==> src/rtl/pixel_crop_map.svh <==
`ifndef PIXEL_CROP_MAP_SVH
`define PIXEL_CROP_MAP_SVH

// Sensor extent in physical columns and rows; plain defaults for this build.
`define PCS_SENSOR_COLS 16'h0280
`define PCS_SENSOR_ROWS 16'h01E0

// Register byte offsets on the Wishbone slave.
`define PCS_OFS_CTRL 8'h00
`define PCS_OFS_SCOL 8'h04
`define PCS_OFS_SROW 8'h08
`define PCS_OFS_WIDTH 8'h0C
`define PCS_OFS_HEIGHT 8'h10
`define PCS_OFS_WINFO 8'h14
`define PCS_OFS_HINFO 8'h18
`define PCS_OFS_STAT 8'h1C

// Control register field positions.
`define PCS_CTRL_SHIFT_LSB 0
`define PCS_CTRL_FMT8 3
`define PCS_CTRL_HCEN 4
`define PCS_CTRL_VCEN 5
`define PCS_CTRL_COLOR 6
`define PCS_CTRL_BINH 7
`define PCS_CTRL_BINV 8
`define PCS_CTRL_PROF_LSB 12

// Status register field positions.
`define PCS_STAT_REJECT 0
`define PCS_STAT_ASHIFT_LSB 4

// Largest legal shift amount and the full-scale output values.
`define PCS_SHIFT_MAX 3'h4
`define PCS_FULL12 12'hFFF
`define PCS_FULL8 12'h0FF
`define PCS_FMT8_DROP 4

`endif

==> src/rtl/pixel_crop_pkg.sv <==
package pixel_crop_pkg;
	// Step-size profile selecting how window settings are quantised.
	typedef enum logic [2:0] {
		PROF_DEFAULT = 3'b000,
		PROF_EVEN4 = 3'b001,
		PROF_COL16 = 3'b010,
		PROF_COL32 = 3'b011,
		PROF_MIN64 = 3'b100
	} profile_t;
	// One complete set of window and shift settings.
	typedef struct packed {
		logic [15:0] startCol;
		logic [15:0] startRow;
		logic [15:0] width;
		logic [15:0] height;
		logic [2:0] shift;
		logic fmt8;
	} window_t;
endpackage

==> src/rtl/shift_if.sv <==
// Carries one pixel and its shift settings to the shifter and back.
interface shift_if;
	logic [2:0] amount;
	logic fmt8;
	logic [11:0] raw;
	logic [11:0] result;
	logic saturated;
	modport core(input amount, input fmt8, input raw, output result, output saturated);
	modport user(output amount, output fmt8, output raw, input result, input saturated);
endinterface

==> src/rtl/pixel_crop_and_shift.sv <==
// What this block does
// - Shift zero passes pixels unchanged.
// - Shift settings 1 to 4 select shift.
// - Shift moves bits up, zeroes low bits.
// - Overflowing shifted value saturates to all ones.
// - 8-bit format sends converter bits 11..4.
// - Coordinates start at top left, zero.
// - Window columns from start column, width wide.
// - Window rows from start row, height tall.
// - Forward only pixels inside the window.
// - Start column plus width within sensor.
// - Start row plus height within sensor.
// - Mono default: steps of one, sizes nonzero.
// - Color default: even values, steps of two.
// - Variant: even offsets, sizes multiple four.
// - Variant: column settings multiples of sixteen.
// - Variant: column settings multiples of thirty-two.
// - Variant: minimum window size sixty-four.
// - Binning makes settings virtual columns and rows.
// - Width and height maximum and step readable.
//
// Register access over Wishbone and the address map are this design's own decisions.
`include "pixel_crop_map.svh"

module pixel_crop_and_shift (
	input wire logic mclk,
	input wire logic rst_n,
	input wire logic wb_cyc_i,
	input wire logic wb_stb_i,
	input wire logic wb_we_i,
	input wire logic [7:0] wb_adr_i,
	input wire logic [3:0] wb_sel_i,
	input wire logic [31:0] wb_dat_i,
	output logic [31:0] wb_dat_o,
	output logic wb_ack_o,
	input wire logic pixValid,
	input wire logic pixFrameStart,
	input wire logic pixLineStart,
	input wire logic [11:0] pixData,
	output logic outValid,
	output logic outFrameStart,
	output logic outLineStart,
	output logic [11:0] outData
);
	// Step size of one setting for the given profile and sensor colour.
	function automatic logic [15:0] stepOf(input logic [2:0] prof, input logic color,
		input logic isCol, input logic isSize);
		logic [15:0] base;
		base = color ? 16'h0002 : 16'h0001;
		unique case (prof)
			pixel_crop_pkg::PROF_EVEN4: stepOf = isSize ? 16'h0004 : 16'h0002;
			pixel_crop_pkg::PROF_COL16: stepOf = isCol ? 16'h0010 : base;
			pixel_crop_pkg::PROF_COL32: stepOf = isCol ? 16'h0020 : base;
			default: stepOf = base;
		endcase
	endfunction

	// Least legal value of a setting; offsets may always be zero.
	function automatic logic [15:0] minOf(input logic [2:0] prof, input logic color,
		input logic isCol, input logic isSize);
		if (!isSize)
			minOf = 16'h0000;
		else if (prof == pixel_crop_pkg::PROF_MIN64)
			minOf = 16'h0040;
		else
			minOf = stepOf(prof, color, isCol, isSize);
	endfunction

	// Legal when on the step grid, not below minimum, and inside the sensor.
	function automatic logic fits(input logic [15:0] v, input logic [15:0] step,
		input logic [15:0] least, input logic [15:0] other, input logic [15:0] limit);
		logic [16:0] span;
		span = {1'b0, v} + {1'b0, other};
		fits = ((v & (step - 16'h0001)) == 16'h0000) && (v >= least)
			&& (span <= {1'b0, limit});
	endfunction

	// Byte-lane merge of the low half-word on a write.
	function automatic logic [15:0] merge16(input logic [15:0] old, input logic [31:0] d,
		input logic [3:0] sel);
		merge16 = {sel[1] ? d[15:8] : old[15:8], sel[0] ? d[7:0] : old[7:0]};
	endfunction

	// Software-visible settings and flags.
	logic [15:0] ctrlReg; // Shift, format, centering, colour, binning, profile.
	logic [15:0] startColReg; // First column of the window.
	logic [15:0] startRowReg; // First row of the window.
	logic [15:0] widthReg; // Columns in the window.
	logic [15:0] heightReg; // Rows in the window.
	logic rejectReg; // Sticky: a write was refused.
	logic rejectNext;
	pixel_crop_pkg::window_t activeReg; // Settings in force for the current frame.
	pixel_crop_pkg::window_t pendingSet; // Settings as software last left them.
	pixel_crop_pkg::window_t selSet; // Settings applying to the incoming pixel.
	logic [15:0] colReg; // Column of the next pixel in the line.
	logic [15:0] rowReg; // Row of the current line.
	logic [31:0] readWord; // Read data selected by the address.

	// Decoded control fields.
	wire logic [2:0] prof; // Step-size profile.
	wire logic color; // Colour sensor: even settings.
	wire logic hCenter; // Horizontal auto-centering on.
	wire logic vCenter; // Vertical auto-centering on.
	wire logic [15:0] colLimit; // Sensor columns, virtual under binning.
	wire logic [15:0] rowLimit; // Sensor rows, virtual under binning.
	assign prof = ctrlReg[`PCS_CTRL_PROF_LSB +: 3];
	assign color = ctrlReg[`PCS_CTRL_COLOR];
	assign hCenter = ctrlReg[`PCS_CTRL_HCEN];
	assign vCenter = ctrlReg[`PCS_CTRL_VCEN];
	// Binning by two halves the virtual extent; the stream itself already counts
	// virtual pixels, so the window compare needs no change.
	assign colLimit = ctrlReg[`PCS_CTRL_BINH] ? (`PCS_SENSOR_COLS >> 1) : `PCS_SENSOR_COLS;
	assign rowLimit = ctrlReg[`PCS_CTRL_BINV] ? (`PCS_SENSOR_ROWS >> 1) : `PCS_SENSOR_ROWS;

	// Steps of the four settings.
	wire logic [15:0] scolStep;
	wire logic [15:0] srowStep;
	wire logic [15:0] widthStep;
	wire logic [15:0] heightStep;
	assign scolStep = stepOf(prof, color, 1'b1, 1'b0);
	assign srowStep = stepOf(prof, color, 1'b0, 1'b0);
	assign widthStep = stepOf(prof, color, 1'b1, 1'b1);
	assign heightStep = stepOf(prof, color, 1'b0, 1'b1);

	// Bus decode: writes land on the edge where ack is high.
	wire logic wbReq; // A request is on the bus.
	wire logic wrEn; // Write takes effect at this edge.
	wire logic [15:0] wrLow; // Merged write value for a 16-bit register.
	assign wbReq = wb_cyc_i && wb_stb_i;
	assign wrEn = wbReq && wb_we_i && wb_ack_o;
	wire logic hitCtrl;
	wire logic hitScol;
	wire logic hitSrow;
	wire logic hitWidth;
	wire logic hitHeight;
	wire logic hitStat;
	assign hitCtrl = wb_adr_i == `PCS_OFS_CTRL;
	assign hitScol = wb_adr_i == `PCS_OFS_SCOL;
	assign hitSrow = wb_adr_i == `PCS_OFS_SROW;
	assign hitWidth = wb_adr_i == `PCS_OFS_WIDTH;
	assign hitHeight = wb_adr_i == `PCS_OFS_HEIGHT;
	assign hitStat = wb_adr_i == `PCS_OFS_STAT;
	assign wrLow = hitScol ? merge16(startColReg, wb_dat_i, wb_sel_i)
		: hitSrow ? merge16(startRowReg, wb_dat_i, wb_sel_i)
		: hitWidth ? merge16(widthReg, wb_dat_i, wb_sel_i)
		: hitHeight ? merge16(heightReg, wb_dat_i, wb_sel_i)
		: merge16(ctrlReg, wb_dat_i, wb_sel_i);

	// Acceptance of each write; a refused write leaves the register alone.
	wire logic okCtrl;
	wire logic okScol;
	wire logic okSrow;
	wire logic okWidth;
	wire logic okHeight;
	// Shift amounts above four are not a legal setting.
	assign okCtrl = wrLow[`PCS_CTRL_SHIFT_LSB +: 3] <= `PCS_SHIFT_MAX;
	// While centering owns an offset, software writes to it are refused.
	assign okScol = !hCenter && fits(wrLow, scolStep, 16'h0000, widthReg, colLimit);
	assign okSrow = !vCenter && fits(wrLow, srowStep, 16'h0000, heightReg, rowLimit);
	assign okWidth = fits(wrLow, widthStep, minOf(prof, color, 1'b1, 1'b1),
		startColReg, colLimit);
	assign okHeight = fits(wrLow, heightStep, minOf(prof, color, 1'b0, 1'b1),
		startRowReg, rowLimit);
	wire logic badWrite; // A write to a checked register failed its check.
	assign badWrite = wrEn && ((hitCtrl && !okCtrl) || (hitScol && !okScol)
		|| (hitSrow && !okSrow) || (hitWidth && !okWidth) || (hitHeight && !okHeight));
	// A new refusal in the clearing cycle wins, so no event is lost.
	assign rejectNext = badWrite
		|| (rejectReg && !(wrEn && hitStat && wb_sel_i[0] && wb_dat_i[`PCS_STAT_REJECT]));

	// Read-back of the largest legal width and height, rounded to the grid.
	wire logic [15:0] widthMax;
	wire logic [15:0] heightMax;
	assign widthMax = (colLimit - startColReg) & ~(widthStep - 16'h0001);
	assign heightMax = (rowLimit - startRowReg) & ~(heightStep - 16'h0001);
	// Unmapped addresses read as zero and ignore writes.
	assign readWord = hitCtrl ? {16'h0000, ctrlReg}
		: hitScol ? {16'h0000, startColReg}
		: hitSrow ? {16'h0000, startRowReg}
		: hitWidth ? {16'h0000, widthReg}
		: hitHeight ? {16'h0000, heightReg}
		: (wb_adr_i == `PCS_OFS_WINFO) ? {widthStep, widthMax}
		: (wb_adr_i == `PCS_OFS_HINFO) ? {heightStep, heightMax}
		: hitStat ? {25'h0000000, activeReg.shift, 3'h0, rejectReg}
		: 32'h00000000;

	// Bus answer: one ack a cycle after the request, read data held with it.
	always_ff @(posedge mclk)
	begin
		if (!rst_n)
		begin
			wb_ack_o <= 1'b0;
			wb_dat_o <= 32'h00000000;
		end
		else
		begin
			wb_ack_o <= wbReq && !wb_ack_o;
			wb_dat_o <= readWord;
		end
	end

	// Settings registers; reset leaves a full-sensor window and no shift.
	always_ff @(posedge mclk)
	begin
		if (!rst_n)
		begin
			ctrlReg <= 16'h0000;
			startColReg <= 16'h0000;
			startRowReg <= 16'h0000;
			widthReg <= `PCS_SENSOR_COLS;
			heightReg <= `PCS_SENSOR_ROWS;
			rejectReg <= 1'b0;
		end
		else
		begin
			rejectReg <= rejectNext;
			if (wrEn && hitCtrl && okCtrl)
				ctrlReg <= wrLow;
			if (wrEn && hitScol && okScol)
				startColReg <= wrLow;
			if (wrEn && hitSrow && okSrow)
				startRowReg <= wrLow;
			if (wrEn && hitWidth && okWidth)
				widthReg <= wrLow;
			if (wrEn && hitHeight && okHeight)
				heightReg <= wrLow;
		end
	end

	// Settings are sampled only as a frame begins, so a frame is never mixed.
	assign pendingSet = '{startCol: startColReg, startRow: startRowReg, width: widthReg,
		height: heightReg, shift: ctrlReg[`PCS_CTRL_SHIFT_LSB +: 3],
		fmt8: ctrlReg[`PCS_CTRL_FMT8]};
	wire logic frameBegin;
	assign frameBegin = pixValid && pixFrameStart;
	assign selSet = frameBegin ? pendingSet : activeReg;

	// Coordinates of the incoming pixel, origin at the top left.
	wire logic [15:0] curCol;
	wire logic [15:0] curRow;
	assign curCol = (pixFrameStart || pixLineStart) ? 16'h0000 : colReg;
	assign curRow = pixFrameStart ? 16'h0000
		: pixLineStart ? rowReg + 16'h0001 : rowReg;

	// Window membership; wide sums avoid wrap at the sensor edge.
	wire logic colIn;
	wire logic rowIn;
	wire logic inWin;
	assign colIn = (curCol >= selSet.startCol)
		&& ({1'b0, curCol} < {1'b0, selSet.startCol} + {1'b0, selSet.width});
	assign rowIn = (curRow >= selSet.startRow)
		&& ({1'b0, curRow} < {1'b0, selSet.startRow} + {1'b0, selSet.height});
	assign inWin = colIn && rowIn;

	// Brightness shift of the incoming pixel.
	shift_if sh();
	assign sh.amount = selSet.shift;
	assign sh.fmt8 = selSet.fmt8;
	assign sh.raw = pixData;
	pixel_shifter u_shifter (
		.sh(sh)
	);

	// Frame-boundary capture and position counters.
	always_ff @(posedge mclk)
	begin
		if (!rst_n)
		begin
			activeReg <= '{startCol: 16'h0000, startRow: 16'h0000, width: `PCS_SENSOR_COLS,
				height: `PCS_SENSOR_ROWS, shift: 3'h0, fmt8: 1'b0};
			colReg <= 16'h0000;
			rowReg <= 16'h0000;
		end
		else if (pixValid)
		begin
			if (pixFrameStart)
				activeReg <= pendingSet;
			colReg <= curCol + 16'h0001;
			rowReg <= curRow;
		end
	end

	// Output stage: pixels outside the window never reach the buffer.
	always_ff @(posedge mclk)
	begin
		if (!rst_n)
		begin
			outValid <= 1'b0;
			outFrameStart <= 1'b0;
			outLineStart <= 1'b0;
			outData <= 12'h000;
		end
		else
		begin
			outValid <= pixValid && inWin;
			outFrameStart <= pixValid && inWin && (curCol == selSet.startCol)
				&& (curRow == selSet.startRow);
			outLineStart <= pixValid && inWin && (curCol == selSet.startCol);
			if (pixValid && inWin)
				outData <= sh.result;
		end
	end

	// The mask is a net of its own so that a property can take its past value.
	wire logic [11:0] lowMask; // Bits a shift must leave zero.
	assign lowMask = (12'h001 << sh.amount) - 12'h001;
endmodule // pixel_crop_and_shift

==> src/rtl/pixel_shifter.sv <==
`include "pixel_crop_map.svh"

module pixel_shifter (
	shift_if.core sh
);
	// Base word: the 8-bit format keeps the converter's top eight bits.
	wire logic [11:0] base; // Word before the shift.
	wire logic [15:0] scaled; // Shifted word with headroom to detect overflow.
	wire logic [11:0] fullScale; // Largest value of the output word.
	assign base = sh.fmt8 ? {4'h0, sh.raw[11:`PCS_FMT8_DROP]} : sh.raw;
	// Shifting left fills the low bits with zeros, a multiply by 2^n.
	assign scaled = {4'h0, base} << sh.amount;
	assign fullScale = sh.fmt8 ? `PCS_FULL8 : `PCS_FULL12;
	// Overflow clamps to all ones rather than wrapping to a dark value.
	assign sh.saturated = scaled > {4'h0, fullScale};
	assign sh.result = sh.saturated ? fullScale : scaled[11:0];
endmodule // pixel_shifter

==> config.mk <==
export PLATFORM = sky130hd
export DESIGN_NAME = pixel_crop_and_shift
export DESIGN_NICKNAME = d
export VERILOG_FILES = /design/src/rtl/pixel_crop_pkg.sv /design/src/rtl/shift_if.sv /design/src/rtl/pixel_crop_and_shift.sv /design/src/rtl/pixel_shifter.sv
export VERILOG_INCLUDE_DIRS = /design/src /design/src/rtl
export SDC_FILE = /design/constraint.sdc
export NUM_CORES = 1
export LEC_CHECK = 0
export CELL_PAD_IN_SITES_DETAIL_PLACEMENT = 0
export CELL_PAD_IN_SITES_GLOBAL_PLACEMENT = 1
export CORE_UTILIZATION = 53
export CTS_BUF_LIST = sky130_fd_sc_hd__clkbuf_16
export DETAILED_ROUTE_END_ITERATION = 8
export DONT_BUFFER_PORTS = 1
export HOLD_SLACK_MARGIN = 0.05
export MAX_ROUTING_LAYER = met4
export PLACE_DENSITY_LB_ADDON = 0.1
export SLEW_MARGIN = 40
export SYNTH_ARGS = -nofsm -noshare
export SYNTH_HDL_FRONTEND = slang
export SYNTH_SLANG_ARGS = --single-unit
==> constraint.sdc <==
create_clock -name mclk -period 15.1 [get_ports mclk]
set_clock_uncertainty 0.1 [all_clocks]
set_input_delay 1.51 -clock mclk [delete_from_list [all_inputs] [get_ports mclk]]
set_output_delay 1.51 -clock mclk [all_outputs]
set_load 0.05 [all_outputs]
==> flow_summary.ini <==
[pwr]
power.share.sequential_pct = 41.6
static-leakage-power_nw = 8.77
internal_power_mw = 1.02
power-per-cell-area_nw_per_um2 = 71.7
comb_power_share_pct = 11.0
pwr-share-clk_pct = 47.4
worst_ir_drop_on_vdd_uv = 91.0
power.share.switching_pct = 28.2
p_switching_mw = 0.401

[clock_network]
worst_skew_pair.late_latency_ps = 580
clock_tree.root_cell = sky130_fd_sc_hd__clkbuf_16
clock_sinks = 218
tritoncts = built
cts-htree-levels = 1
post_cts_resized = 0
clk_pin_slew_ps = 60
clock_tree_buf_depth = 3
cts_setup_buffers = 0
tritoncts.num_buffers = 26
hold_buffers = 0

[setup_path]
cp_data_arrival_time_ps = 8600
timing.critical_path.fanout_max = 20
slowest_stage = sky130_fd_sc_hd__a2111oi_0
timing.critical_path.from_type = primary input
max_stage_delay_ps = 740
critical_path_required_ps = 15430
reg_to_reg_setup_timing_slack_ps = 7830
crit_path_cell_trace = or4_1 > nor2_1 > a222oi_1 > o31a_1 > inv_1 > buf_4 > ha_1 > a21oi_1 > o2111ai_1 > o21ai_0 > nand2_1 > xor2_1 > ha_1 > and3_1 > a2111oi_0 > o22ai_1 > a2111oi_0 > nand3_1 > nor4_2 > buf_4 > mux2i_1 > nor2_1
setup.worst_path.class = in -> reg
r2r-start = startRowReg[1]
end_kind = flop
number_of_cells_traversed_by_the_worst_register_to_register_path = 22
reg2reg_to = widthReg[2]

[timing]
ratio_of_final_minimum_period_to_clock_period_pct = 54.8
slew-limit-headroom_pct = 37.9
tightestPinTransition_ps = 931
finalHoldViolCount = 0
finalSetupViolations = 0
clock.fmax_mhz = 121
fin_crit_ps = 8270
slew_violations = 0
sum_neg_setup_slack_ps = 0
rsz_0062_raised_after_global_routing = no

[place]
routabilityCongestion = 1.07
io_buffer_count = 0
post-dp-hpwl_mm = 52.9
dp_cells = 2704

[routing]
drt_iter0_markers = 1909
detail_route.wl_per_cell_um = 25.5
routed_wirelength_mm = 70.2
post-route-drc-count = 0
detailroute.via_count = 17900
ant_nets = 0
detail_route.first_pass.iterations = 6
avgViaCountPerCell = 6.49

[final_layout]
finish.net_count = 2547
nFillCells = 3258
post_synthesis_to_final_layout_area_growth_pct = 7.20
final-instance-count-excl-fill = 2755
postLayoutCoreUtil_pct = 57.5
drive_gt1_share_pct = 7.79

[run_status]
outcome = finished, final reports clean

[worst_hold_path]
worstHoldEndpoint = colReg[0]
min-delay-start = colReg[0]
hold_path.class = reg -> reg
whs_path_depth = 2

[floorplan]
die_h_um = 189
boundaryPins = 112
die-width_um = 189
core_um2 = 34500
start_util_pct = 53.6
placement_rows = 68
die-area_um2 = 35600

[logic_synthesis]
synthTopCellsByArea = sky130_fd_sc_hd__dfxtp_1, sky130_fd_sc_hd__ha_1, sky130_fd_sc_hd__mux2i_1
synth-main-ff-cell = sky130_fd_sc_hd__dfxtp_1
synth_edf_count = 0
sequential_fraction_of_the_synthesis_area_pct = 23.6
synth.top_cell.area_share_pct = 23.6
multiplexer_fraction_of_the_synthesized_cell_area_pct = 8.94
syn-mean-instance-area_um2 = 7.96
synthDominantAreaCellType = sky130_fd_sc_hd__dfxtp_1
synth_compound_gate_area_share_pct = 20.8
synth-warning-count = 0
synth_adder_area_share_pct = 14.2
mappedNetlistArea_um2 = 18500
synth-async-reset-ratio_pct = 0
yosys.area_share.xor_xnor_pct = 4.93
synthCells = 2323
synth-simple-area-share_pct = 22.1
synth_top_family_by_area = simple AND/OR/NAND/NOR gates
yosys_register_bits = 218
yosys.cell_types.count = 94

[global_route]
grt_use_total_pct = 40.0
grt_pass1_wl_mm = 105
grt_start_max_net_pins = 74
antenna_violations_before_repair = 2
grt-ovfl-total = 0
vias_in_the_first_global_route = 16600

[job]
max-cap-violations = 0
## power by group through the flow
| stage | Clock (mW) | Combinational [mW] | Sequential (mW) |
|---|---|---|---|
| CTS | 0.681 | 0.151 | 0.591 |
| detailed placement | 0 | 0.150 | 0.604 |
| global route | 0.702 | 0.167 | 0.591 |
| floorplan | 0 | 0.119 | 0.603 |
| global placement | 0 | 0.149 | 0.604 |
| finish | 0.674 | 0.157 | 0.591 |
## sequential cells by signal, summed over array words and instances (netlist names), 12 cells and up
signal       count
outData         12
startColReg     16
rowReg          16
activeReg       68
colReg          16
startRowReg     16
heightReg       16
widthReg        16
wb_dat_o        21
ctrlReg         16
## worst max-delay path by stage
stage	start	to	slack, ps	cells after the start
floorplan	pixFrameStart	outData[0]	7510	29
global placement	wb_adr_i[7]	widthReg[10]	6720	22
detailed placement	wb_adr_i[7]	widthReg[10]	6660	22
CTS	wb_adr_i[7]	widthReg[3]	7230	22
global route	wb_adr_i[7]	widthReg[3]	6670	22
finish	wb_adr_i[6]	widthReg[2]	6830	22
## critical path, delay by kind of cell
kind,cells,cell delay [ps]
compound gates,8,3530
fa+ha+maj,2,570
simple gates,7,1530
xor+xnor,1,210
mux,1,240
buf+inv,3,930
## cells in the final DEF, fill, tap and decap left out, types with 24 or more instances in the layout
cell	count
sky130_fd_sc_hd__inv_1	109
sky130_fd_sc_hd__xnor2_1	54
sky130_fd_sc_hd__buf_4	43
sky130_fd_sc_hd__dfxtp_1	218
sky130_fd_sc_hd__mux2_2	32
sky130_fd_sc_hd__o21ai_0	112
sky130_fd_sc_hd__mux2i_1	119
sky130_fd_sc_hd__and3_1	25
sky130_fd_sc_hd__nand3_1	87
sky130_fd_sc_hd__xor2_1	50
sky130_fd_sc_hd__nand4_1	24
sky130_fd_sc_hd__nor3_1	66
sky130_fd_sc_hd__clkbuf_16	26
sky130_fd_sc_hd__a211oi_1	33
sky130_fd_sc_hd__nor2_1	259
sky130_fd_sc_hd__a21oi_1	154
sky130_fd_sc_hd__ha_1	200
sky130_fd_sc_hd__a21o_1	51
sky130_fd_sc_hd__nand2_1	155
sky130_fd_sc_hd__and2_1	56
## synth_stat cells, types with 23 or more instances
cell,instances
sky130_fd_sc_hd__xor2_1,50
sky130_fd_sc_hd__a21oi_1,155
sky130_fd_sc_hd__and2_1,56
sky130_fd_sc_hd__a211oi_1,33
sky130_fd_sc_hd__ha_1,200
sky130_fd_sc_hd__nand2_1,156
sky130_fd_sc_hd__inv_1,110
sky130_fd_sc_hd__xnor2_1,54
sky130_fd_sc_hd__and3_1,25
sky130_fd_sc_hd__a21o_1,51
sky130_fd_sc_hd__nand4_1,24
sky130_fd_sc_hd__dfxtp_1,218
sky130_fd_sc_hd__nor2b_1,23
sky130_fd_sc_hd__o21ai_0,112
sky130_fd_sc_hd__nor3_1,67
sky130_fd_sc_hd__nor2_1,261
sky130_fd_sc_hd__mux2_2,32
sky130_fd_sc_hd__mux2i_1,120
sky130_fd_sc_hd__nand3_1,87
sky130_fd_sc_hd__clkbuf_1,82
## logic make-up after synthesis
group | Yosys count
other cells | 1
flops | 218
compound gates | 579
buf+inv | 238
xor+xnor | 104
mux | 156
fa+ha+maj | 206
simple gates | 821
## layout make-up
type                            instances  area, um2  area share [%]
Multi-Input combinational cell       1877      13200            66.7
Sequential cell                       218       4360            22.0
Clock buffer                           26        651            3.28
Tap cell                              455        569            2.87
Inverter                              111        419            2.12
Timing Repair Buffer                   43        323            1.63
Clock inverter                         22        267            1.35
Antenna cell                            3       7.51          0.0379
## metal layers
metal  part of all wire (%)  track usage (%)  vias up
met2                     43             60.2      908
met3                    8.7             6.22      238
met4                    6.8             22.6        0
met5                      0                -        -
met1                     41             50.8     8387
li1                       -                -     8355
## stage by stage
stage,power (mW),cell area [um2],hold slack [ps],setup WS [ps]
2_1_floorplan,0.722,18500,348,7510
3_3_place_gp,0.753,18900,377,6720
3_5_place_dp,0.754,18900,390,6660
4_1_cts,1.42,19800,398,7230
5_1_grt,1.46,19800,425,6670
6_report,1.42,19800,396,6830
No activity file was read; power rests on OpenSTA's default activity.
